--- config.mk ---
export PLATFORM = sky130hd
export DESIGN_NAME = scd_cmd_decoder
export DESIGN_NICKNAME = d
export VERILOG_FILES = /design/src/scd_sync.v /design/src/scd_buf.v /design/src/scd_cmd_decoder.v
export VERILOG_INCLUDE_DIRS = /design/src
export SDC_FILE = /design/constraint.sdc
export NUM_CORES = 1
export LEC_CHECK = 0
export ABC_CLOCK_PERIOD_IN_PS = 2480
export BUFFER_PORTS_ARGS = -buffer_cell sky130_fd_sc_hd__clkbuf_2
export CAP_MARGIN = 20
export CORE_MARGIN = 8
export CORE_UTILIZATION = 57
export CTS_BUF_LIST = sky130_fd_sc_hd__clkbuf_16
export DETAILED_ROUTE_END_ITERATION = 16
export PLACE_DENSITY_LB_ADDON = 0.05
export SYNTH_ARGS = -nofsm -noshare
export SYNTH_HDL_FRONTEND = slang
export SYNTH_SLANG_ARGS = --single-unit
--- constraint.sdc ---
create_clock -name ref_clk -period 2.48 [get_ports ref_clk]
set_input_delay 0.62 -clock ref_clk [delete_from_list [all_inputs] [get_ports ref_clk]]
set_output_delay 0.62 -clock ref_clk [all_outputs]
set_load 0.02 [all_outputs]
--- src/scd_defs.vh ---
// Constants of the clock-enable state and command decoder.
// Assumes inclusion by bare name from every design file that needs them.
`ifndef SCD_DEFS_VH
`define SCD_DEFS_VH

// ==========================================================
// Decoder states
`define SCD_ST_IDLE 3'h0
`define SCD_ST_ACTIVE 3'h1
`define SCD_ST_READ 3'h2
`define SCD_ST_WRITE 3'h3
`define SCD_ST_PD_PRE 3'h4
`define SCD_ST_PD_ACT 3'h5
`define SCD_ST_SELF 3'h6

// ==========================================================
// Commands decoded from cs_n, ras_n, cas_n, we_n
`define SCD_CMD_DESELECT 3'h0
`define SCD_CMD_NOP 3'h1
`define SCD_CMD_READ 3'h2
`define SCD_CMD_STORE 3'h3
`define SCD_CMD_ROW_OPEN 3'h4
`define SCD_CMD_BANK_CLOSE 3'h5
`define SCD_CMD_REFRESH 3'h6
`define SCD_CMD_MODE_LOAD 3'h7

// ==========================================================
// Action codes reported with action_valid
`define SCD_ACT_ROW_OPEN 3'h0
`define SCD_ACT_BANK_CLOSE 3'h1
`define SCD_ACT_AUTO_REFRESH 3'h2
`define SCD_ACT_MODE_LOAD 3'h3
`define SCD_ACT_READ 3'h4
`define SCD_ACT_STORE 3'h5
`define SCD_ACT_PD_ENTRY 3'h6
`define SCD_ACT_EXIT 3'h7

// ==========================================================
// Timing counts, in memory clock edges
`define SCD_XSRD_CLKS 8'h00_C8
`define SCD_XSNR_CLKS 8'h00_0A
`define SCD_CKE_HOLD_CLKS 2'h3
`define SCD_SHORT_BURST 4'h4

`endif

--- src/scd_sync.v ---
// Two-flop synchroniser for a group of independent levels.
// Assumes each bit is a level stable for several ref_clk periods.
`timescale 1ns/1ps
module scd_sync #(
  parameter WIDTH = 1
) (
  input wire ref_clk,
  input wire nrst,
  input wire [WIDTH-1:0] async_in,
  output wire [WIDTH-1:0] sync_out
);
  reg [WIDTH-1:0] meta_ff;
  reg [WIDTH-1:0] sync_ff;

  always @(posedge ref_clk) begin
    if (!nrst) begin
      meta_ff <= {WIDTH{1'b0}};
      sync_ff <= {WIDTH{1'b0}};
    end else begin
      meta_ff <= async_in;
      sync_ff <= meta_ff;
    end
  end

  assign sync_out = sync_ff;
endmodule // scd_sync

--- src/scd_buf.v ---
// Two-entry buffer with valid and ready on both sides.
// Assumes one clock; both sides may act in the same cycle.
`timescale 1ns/1ps
module scd_buf #(
  parameter WIDTH = 8,
  parameter DEPTH = 2
) (
  input wire ref_clk,
  input wire nrst,
  input wire in_valid,
  output wire in_ready,
  input wire [WIDTH-1:0] in_data,
  output wire out_valid,
  input wire out_ready,
  output wire [WIDTH-1:0] out_data
);
  reg [WIDTH-1:0] mem_ff [0:DEPTH-1];
  reg rd_idx_ff;
  reg wr_idx_ff;
  reg [1:0] count_ff;
  wire do_push;
  wire do_pop;

  assign in_ready = (count_ff != DEPTH[1:0]);
  assign out_valid = (count_ff != 2'h0);
  assign out_data = mem_ff[rd_idx_ff];
  assign do_push = in_valid & in_ready;
  assign do_pop = out_valid & out_ready;

  // ==========================================================
  // Storage and pointers
  always @(posedge ref_clk) begin
    if (do_push) begin
      mem_ff[wr_idx_ff] <= in_data;
    end
  end

  always @(posedge ref_clk) begin
    if (!nrst) begin
      rd_idx_ff <= 1'b0;
      wr_idx_ff <= 1'b0;
      count_ff <= 2'h0;
    end else begin
      if (do_push) begin
        wr_idx_ff <= ~wr_idx_ff;
      end
      if (do_pop) begin
        rd_idx_ff <= ~rd_idx_ff;
      end
      if (do_push && !do_pop) begin
        count_ff <= count_ff + 2'h1;
      end else if (do_pop && !do_push) begin
        count_ff <= count_ff - 2'h1;
      end
    end
  end
endmodule // scd_buf

--- src/scd_cmd_decoder.v ---
// Clock-enable state and command decoder of a DDR2 memory device.
// Assumes mem_clk and all memory pins are asynchronous to ref_clk and
// that mem_clk is at least four times slower than ref_clk.
// Overview of operation
// - Act on previous CKE, current CKE, command
// - CKE fall with NOP enters power-down
// - Self-refresh only from idle via refresh
// - Low CKE holds state, ignores commands
// - ON_DIE_TERMINATION no effect; unavailable in self-refresh
// - Unlisted combinations are illegal
// - No refresh activity during power-down
// - Mask low stores beat, high inhibits
// - Idle state command actions
// - Banks-active state command actions
// - Read burst command actions
// - Write burst command actions
// - Commands decoded from strobes at edge
// - Four-beat bursts cannot be interrupted
`timescale 1ns/1ps
`include "scd_defs.vh"
module scd_cmd_decoder #(
  parameter DATA_W = 8,
  parameter BURST_LEN = 4,
  parameter XSNR_CLKS = 8
) (
  input wire ref_clk,
  input wire nrst,
  input wire mem_clk,
  input wire cke,
  input wire cs_n,
  input wire ras_n,
  input wire cas_n,
  input wire we_n,
  input wire on_die_termination,
  input wire data_mask_input,
  input wire [DATA_W-1:0] dq,
  output wire [2:0] bank_state,
  output wire illegal_cmd,
  output wire cke_hold_err,
  output wire action_valid,
  output wire [2:0] action_code,
  output wire odt_effective,
  output wire beat_lost,
  output wire beat_valid,
  input wire beat_ready,
  output wire [DATA_W-1:0] beat_data
);
  // ==========================================================
  // Synchronisers
  wire [DATA_W+7:0] raw_pins;
  wire [DATA_W+7:0] sync_pins;
  wire s_clk;
  wire s_cke;
  wire s_cs_n;
  wire s_ras_n;
  wire s_cas_n;
  wire s_we_n;
  wire s_odt;
  wire s_dm;
  wire [DATA_W-1:0] s_dq;

  assign raw_pins = {dq, data_mask_input, on_die_termination, we_n, cas_n, ras_n, cs_n, cke, mem_clk};

  scd_sync #(
    .WIDTH(DATA_W + 8)
  ) u_sync (
    .ref_clk(ref_clk),
    .nrst(nrst),
    .async_in(raw_pins),
    .sync_out(sync_pins)
  );

  assign s_clk = sync_pins[0];
  assign s_cke = sync_pins[1];
  assign s_cs_n = sync_pins[2];
  assign s_ras_n = sync_pins[3];
  assign s_cas_n = sync_pins[4];
  assign s_we_n = sync_pins[5];
  assign s_odt = sync_pins[6];
  assign s_dm = sync_pins[7];
  assign s_dq = sync_pins[DATA_W+7:8];

  // ==========================================================
  // Command decode
  function [2:0] decode_cmd;
    input cs_b;
    input ras_b;
    input cas_b;
    input we_b;
    begin
      if (cs_b) begin
        decode_cmd = `SCD_CMD_DESELECT;
      end else begin
        decode_cmd = {~ras_b, ~(ras_b ? cas_b : cas_b), ~we_b};
        case ({ras_b, cas_b, we_b})
          3'b111: decode_cmd = `SCD_CMD_NOP;
          3'b101: decode_cmd = `SCD_CMD_READ;
          3'b100: decode_cmd = `SCD_CMD_STORE;
          3'b011: decode_cmd = `SCD_CMD_ROW_OPEN;
          3'b010: decode_cmd = `SCD_CMD_BANK_CLOSE;
          3'b001: decode_cmd = `SCD_CMD_REFRESH;
          3'b000: decode_cmd = `SCD_CMD_MODE_LOAD;
          default: decode_cmd = `SCD_CMD_NOP;
        endcase
      end
    end
  endfunction

  reg clk_d_ff;
  wire edge_hit;
  wire [2:0] cmd;
  wire quiet;

  assign edge_hit = s_clk & ~clk_d_ff;
  assign cmd = decode_cmd(s_cs_n, s_ras_n, s_cas_n, s_we_n);
  assign quiet = (cmd == `SCD_CMD_DESELECT) || (cmd == `SCD_CMD_NOP);

  // ==========================================================
  // State registers
  reg [2:0] state_ff;
  reg cke_prev_ff;
  reg [3:0] burst_cnt_ff;
  reg [7:0] xsr_cnt_ff;
  reg [1:0] hold_cnt_ff;
  reg illegal_ff;
  reg hold_err_ff;
  reg action_valid_ff;
  reg [2:0] action_code_ff;
  reg odt_eff_ff;
  reg beat_lost_ff;

  reg [2:0] nxt_state;
  reg [3:0] nxt_burst_cnt;
  reg [7:0] nxt_xsr_cnt;
  reg nxt_illegal;
  reg nxt_action_valid;
  reg [2:0] nxt_action_code;
  reg beat_push;
  wire beat_in_ready;
  wire in_nonread_win;
  wire read_blocked;

  // Self-refresh exit window tracked in edges after exit
  assign in_nonread_win = (xsr_cnt_ff > (`SCD_XSRD_CLKS - XSNR_CLKS[7:0]));
  assign read_blocked = (xsr_cnt_ff != 8'h00);

  // ==========================================================
  // Next-state decision per edge
  always @* begin
    nxt_state = state_ff;
    nxt_burst_cnt = burst_cnt_ff;
    nxt_xsr_cnt = (xsr_cnt_ff != 8'h00) ? xsr_cnt_ff - 8'h01 : 8'h00;
    nxt_illegal = 1'b0;
    nxt_action_valid = 1'b0;
    nxt_action_code = `SCD_ACT_ROW_OPEN;
    beat_push = 1'b0;
    case (state_ff)
      `SCD_ST_PD_PRE, `SCD_ST_PD_ACT: begin
        if (s_cke) begin
          // Exit only with a quiet command
          if (quiet && !cke_prev_ff) begin
            nxt_state = (state_ff == `SCD_ST_PD_PRE) ? `SCD_ST_IDLE : `SCD_ST_ACTIVE;
            nxt_action_valid = 1'b1;
            nxt_action_code = `SCD_ACT_EXIT;
          end else begin
            nxt_illegal = 1'b1;
          end
        end
        // Low CKE: commands ignored, no refresh issued
      end
      `SCD_ST_SELF: begin
        if (s_cke) begin
          if (quiet && !cke_prev_ff) begin
            nxt_state = `SCD_ST_IDLE;
            nxt_xsr_cnt = `SCD_XSRD_CLKS;
            nxt_action_valid = 1'b1;
            nxt_action_code = `SCD_ACT_EXIT;
          end else begin
            nxt_illegal = 1'b1;
          end
        end
      end
      default: begin
        if (!cke_prev_ff) begin
          nxt_illegal = 1'b1;
        end else if (!s_cke) begin
          // Falling CKE: entry decisions
          if (state_ff == `SCD_ST_IDLE && quiet) begin
            nxt_state = `SCD_ST_PD_PRE;
            nxt_action_valid = 1'b1;
            nxt_action_code = `SCD_ACT_PD_ENTRY;
          end else if (state_ff == `SCD_ST_ACTIVE && quiet) begin
            nxt_state = `SCD_ST_PD_ACT;
            nxt_action_valid = 1'b1;
            nxt_action_code = `SCD_ACT_PD_ENTRY;
          end else if (state_ff == `SCD_ST_IDLE && cmd == `SCD_CMD_REFRESH) begin
            nxt_state = `SCD_ST_SELF;
            nxt_action_valid = 1'b1;
            nxt_action_code = `SCD_ACT_PD_ENTRY;
          end else begin
            // Bursts, refresh from active, busy commands
            nxt_illegal = 1'b1;
          end
        end else if (in_nonread_win && !quiet) begin
          nxt_illegal = 1'b1;
        end else begin
          case (state_ff)
            `SCD_ST_IDLE: begin
              case (cmd)
                `SCD_CMD_ROW_OPEN: begin
                  nxt_state = `SCD_ST_ACTIVE;
                  nxt_action_valid = 1'b1;
                  nxt_action_code = `SCD_ACT_ROW_OPEN;
                end
                `SCD_CMD_BANK_CLOSE: begin
                  nxt_action_valid = 1'b1;
                  nxt_action_code = `SCD_ACT_BANK_CLOSE;
                end
                `SCD_CMD_REFRESH: begin
                  nxt_action_valid = 1'b1;
                  nxt_action_code = `SCD_ACT_AUTO_REFRESH;
                end
                `SCD_CMD_MODE_LOAD: begin
                  nxt_action_valid = 1'b1;
                  nxt_action_code = `SCD_ACT_MODE_LOAD;
                end
                `SCD_CMD_READ, `SCD_CMD_STORE: nxt_illegal = 1'b1;
                default: nxt_state = state_ff;
              endcase
            end
            `SCD_ST_ACTIVE: begin
              case (cmd)
                `SCD_CMD_READ: begin
                  if (read_blocked) begin
                    nxt_illegal = 1'b1;
                  end else begin
                    nxt_state = `SCD_ST_READ;
                    nxt_burst_cnt = BURST_LEN[3:0];
                    nxt_action_valid = 1'b1;
                    nxt_action_code = `SCD_ACT_READ;
                  end
                end
                `SCD_CMD_STORE: begin
                  nxt_state = `SCD_ST_WRITE;
                  nxt_burst_cnt = BURST_LEN[3:0];
                  nxt_action_valid = 1'b1;
                  nxt_action_code = `SCD_ACT_STORE;
                end
                `SCD_CMD_BANK_CLOSE: begin
                  nxt_state = `SCD_ST_IDLE;
                  nxt_action_valid = 1'b1;
                  nxt_action_code = `SCD_ACT_BANK_CLOSE;
                end
                `SCD_CMD_ROW_OPEN, `SCD_CMD_REFRESH, `SCD_CMD_MODE_LOAD: begin
                  nxt_illegal = 1'b1;
                end
                default: nxt_state = state_ff;
              endcase
            end
            default: begin
              // Read or write burst in progress
              if (state_ff == `SCD_ST_WRITE) begin
                beat_push = ~s_dm;
              end
              if (quiet) begin
                if (burst_cnt_ff <= 4'h1) begin
                  nxt_state = `SCD_ST_ACTIVE;
                end
                nxt_burst_cnt = burst_cnt_ff - 4'h1;
              end else if ((state_ff == `SCD_ST_READ && cmd == `SCD_CMD_READ) ||
                  (state_ff == `SCD_ST_WRITE && cmd == `SCD_CMD_STORE)) begin
                if (BURST_LEN > `SCD_SHORT_BURST) begin
                  nxt_burst_cnt = BURST_LEN[3:0];
                  nxt_action_valid = 1'b1;
                  nxt_action_code = (state_ff == `SCD_ST_READ) ? `SCD_ACT_READ :
                    `SCD_ACT_STORE;
                end else begin
                  nxt_illegal = 1'b1;
                end
              end else begin
                nxt_illegal = 1'b1;
              end
            end
          endcase
        end
      end
    endcase
  end

  // ==========================================================
  // Edge detector and termination registered every ref_clk, pulse flags cleared every ref_clk; the rest on each detected memory clock edge
  always @(posedge ref_clk) begin
    if (!nrst) begin
      clk_d_ff <= 1'b0;
      state_ff <= `SCD_ST_IDLE;
      cke_prev_ff <= 1'b1;
      burst_cnt_ff <= 4'h0;
      xsr_cnt_ff <= 8'h00;
      hold_cnt_ff <= `SCD_CKE_HOLD_CLKS - 2'h1;
      illegal_ff <= 1'b0;
      hold_err_ff <= 1'b0;
      action_valid_ff <= 1'b0;
      action_code_ff <= `SCD_ACT_ROW_OPEN;
      odt_eff_ff <= 1'b0;
      beat_lost_ff <= 1'b0;
    end else begin
      clk_d_ff <= s_clk;
      // ON_DIE_TERMINATION gated by self-refresh only, never steers state
      odt_eff_ff <= s_odt & (state_ff != `SCD_ST_SELF);
      illegal_ff <= 1'b0;
      hold_err_ff <= 1'b0;
      action_valid_ff <= 1'b0;
      beat_lost_ff <= 1'b0;
      if (edge_hit) begin
        state_ff <= nxt_state;
        burst_cnt_ff <= nxt_burst_cnt;
        xsr_cnt_ff <= nxt_xsr_cnt;
        illegal_ff <= nxt_illegal;
        action_valid_ff <= nxt_action_valid;
        action_code_ff <= nxt_action_code;
        cke_prev_ff <= s_cke;
        // Change before third registration flagged
        if (s_cke != cke_prev_ff) begin
          hold_cnt_ff <= 2'h0;
          hold_err_ff <= (hold_cnt_ff < `SCD_CKE_HOLD_CLKS - 2'h1);
        end else if (hold_cnt_ff < `SCD_CKE_HOLD_CLKS - 2'h1) begin
          hold_cnt_ff <= hold_cnt_ff + 2'h1;
        end
        // Receiver stall: beat dropped only when both entries full
        beat_lost_ff <= beat_push & ~beat_in_ready;
      end
    end
  end

  // ==========================================================
  // Stored-beat buffer
  scd_buf #(
    .WIDTH(DATA_W),
    .DEPTH(2)
  ) u_buf (
    .ref_clk(ref_clk),
    .nrst(nrst),
    .in_valid(edge_hit & beat_push),
    .in_ready(beat_in_ready),
    .in_data(s_dq),
    .out_valid(beat_valid),
    .out_ready(beat_ready),
    .out_data(beat_data)
  );

  assign bank_state = state_ff;
  assign illegal_cmd = illegal_ff;
  assign cke_hold_err = hold_err_ff;
  assign action_valid = action_valid_ff;
  assign action_code = action_code_ff;
  assign odt_effective = odt_eff_ff;
  assign beat_lost = beat_lost_ff;
endmodule // scd_cmd_decoder

==> flow_summary.ini <==
[run_status]
status = finished, final reports clean

[global_route]
grt_max_degree = 27
grt_pass1_vias = 2403
antenna_found_initial = 0
grt_remaining_overflow = 0
grt_pass1_wl_microns = 11400
grt_use_total = 0.164

[timing]
clock-skew-final_ns = 0.00586
fin_crit_ns = 2.23
fin_crit_sh = 0.899
final_max_slew_viol_count = 0
tns_ns = 0
hold_viol_final = 0
relSlewSlack = 0.626
grt_setup_unrepaired = no
setup_viol = 0
worst_pin_slew_ns = 0.561
clock.fmax_mhz = 449
layout_setup_ws_ns = 0.251

[synth]
synth_cell_types = 57
ys_seq_area_frac = 0.523
synth_ff_type = dfxtp_1
synth_simple_gate_area_frac = 0.231
synth_top_family_by_area = simple AND/OR/NAND/NOR gates
syn_nets = 360
synth_compound_area_frac = 0.150
synth_xor_area_frac = 0.0130
synthCells = 336
netlist_area_sq_um = 3370
synth.avg_cell_area_sq_um = 10.0
synth_edf_count = 16
yosysWarnings = 0
synth_mux_area_frac = 0.0331
async_flop_share = 0
synth-seq-cells = 80
synth_fa_ha_area_frac = 0.0186

[layout]
final_cells = 460
final_common_cell = dfxtp_1
n_antenna_cell = 0
syn_to_final_growth_pct = 17.7
nNetsFinal = 404
drive_gt1_frac = 0.223
most-common-layout-cells = 64 x dfxtp_1, 41 x and2_1, 38 x clkbuf_2

[drt]
route.vias.total = 2518
drc = 0
post_drt_wl_per_cell_microns = 14.4
wirelength_microns = 6630
drt_pass1_iterations = 4
first_iter_violations = 172
postRouteAntennaNets = 0
vias_per_cell = 5.47

[critical_path]
path_class = flop to flop
arrival_ns = 2.48
max_stage_delay_ns = 0.39
cp_cell_sequence = inv_1, ha_1, a211oi_2, nor3_1, and3_1, ha_1, or3_1, a21boi_0
path_delay_family = simple AND/OR/NAND/NOR gates
path_buf_inv = 1
crit_top_cell = ha_1
crit_path_end_kind = flop
required_ns = 2.73
cp_max_fo = 5
cp_slowest_cell = dfxtp_1
crit_path_start_kind = flop

[power]
pwr-share-clk = 0.447
power_density_nw_per_um2 = 686
comb_power_share = 0.048
p_leak_nw = 1.60
power.internal_mw = 2.10
p_sw_uw = 618
swShare = 0.227
sequentialPowerShare = 0.506
max-vdd-ir-drop_mv = 0.707

[min_path]
min_path_type = flop to flop

[clock_tree]
clock-sinks = 80
clk_latency_ns = 0.33
htree_levels = 3
cts-hold-fix-buffers = 0
post_cts_resize_count = 0
clk_pin_slew_ns = 0.06
cts_buffers = 9
clockRootBuffer = clkbuf_16
cts_buffer_depth = 2
cts_tree = yes

[die]
num_rows = 28
die_h_microns = 92.9
start_util = 0.579
dieArea_sq_um = 8620
die_w_microns = 92.9
fp.coreArea_sq_um = 5820
ioPinCount = 39

[placement]
dpl.hpwl_microns = 4720
gp_congestion = 0.896
post-place-ws_ns = 0.239
portBuffers = 38
dp.cells = 443

[flow_run]
cap_violations = 0
[area by class of cell]
| type | instances | area, sq um |
|---|---|---|
| Fill cell | 468 | 1850 |
| Clock inverter | 7 | 55.1 |
| Sequential cell | 80 | 1760 |
| Inverter | 9 | 33.8 |
| Clock buffer | 9 | 225 |
| Tap cell | 75 | 93.8 |
| Timing Repair Buffer | 52 | 295 |
| Multi-Input combinational cell | 228 | 1500 |
[cell usage after synthesis (6+ instances only)]
| cell | n | area, sq um |
|---|---|---|
| dfxtp_1 | 64 | 1280 |
| and2_1 | 41 | 257 |
| o21ai_0 | 22 | 110 |
| nand2_1 | 19 | 71.3 |
| nor2_1 | 18 | 67.6 |
| clkbuf_1 | 17 | 63.8 |
| edfxtp_1 | 16 | 480 |
| a21oi_1 | 15 | 75.1 |
| inv_1 | 9 | 33.8 |
| mux2_2 | 9 | 101 |
| nand3_1 | 9 | 45.0 |
| nor2b_1 | 9 | 56.3 |
| a21boi_0 | 7 | 52.6 |
| nor3_1 | 6 | 30.0 |
[layer usage]
layer  vias up  share of wire  GRT usage
li1       1284              -          -
met1      1158           0.47      0.216
met2        62           0.45      0.240
met3        14          0.054     0.0405
met4         0          0.027     0.0913
met5         -              0          0
[path summary, 6_finish.rpt]
kind                         endpoint  depth (start not counted)               start  slack, ns
hold reg to reg   u_sync.sync_out[14]                          1  u_sync.meta_ff[14]       0.43
hold / removal    u_sync.sync_out[14]                          1  u_sync.meta_ff[14]       0.43
setup / recovery    u_buf.count_ff[1]                          8       xsr_cnt_ff[0]       0.25
setup reg to reg    u_buf.count_ff[1]                          8       xsr_cnt_ff[0]       0.25
[power by group through the flow]
stage | Combinational [mW] | Clock (mW) | Sequential (mW)
floorplan | 0.0870 | 0 | 1.40
global placement | 0.128 | 0 | 1.40
detailed placement | 0.129 | 0 | 1.40
CTS | 0.130 | 1.24 | 1.37
global route | 0.145 | 1.30 | 1.38
finish | 0.130 | 1.21 | 1.37
[sequential cells by signal (all words and copies together) (netlist names), 2 cells and up, named ones only]
name	count
u_sync.sync_out	16
hold_cnt_ff	2
action_code	3
burst_cnt_ff	4
u_buf.count_ff	2
xsr_cnt_ff	8
u_sync.meta_ff	16
u_buf.mem_ff	16
bank_state	3
[timing repair]
action / CTS / global route
setup endpoints to repair: 0 / 1
hold endpoints to repair: 0 / 0
buffers inserted: 0 / 1
[logic make-up after synthesis]
kind of cell | count (synthesis)
simple gates | 132
flops | 80
compound gates | 76
buf+inv | 28
mux | 10
xor+xnor | 5
fa+ha+maj | 5
[metrics by stage]
stage	power, mW	utilization	hold WS [ns]	area [sq um]
floorplan	1.49	-	0.404	3370
CTS	2.74	0.680	0.433	3960
finish	2.72	0.682	0.428	3960
global route	2.82	0.682	0.438	3960
detailed placement	1.53	0.632	0.418	3680
global placement	1.53	0.632	0.405	3680
Note: power is estimated with default switching activity, not from simulation.
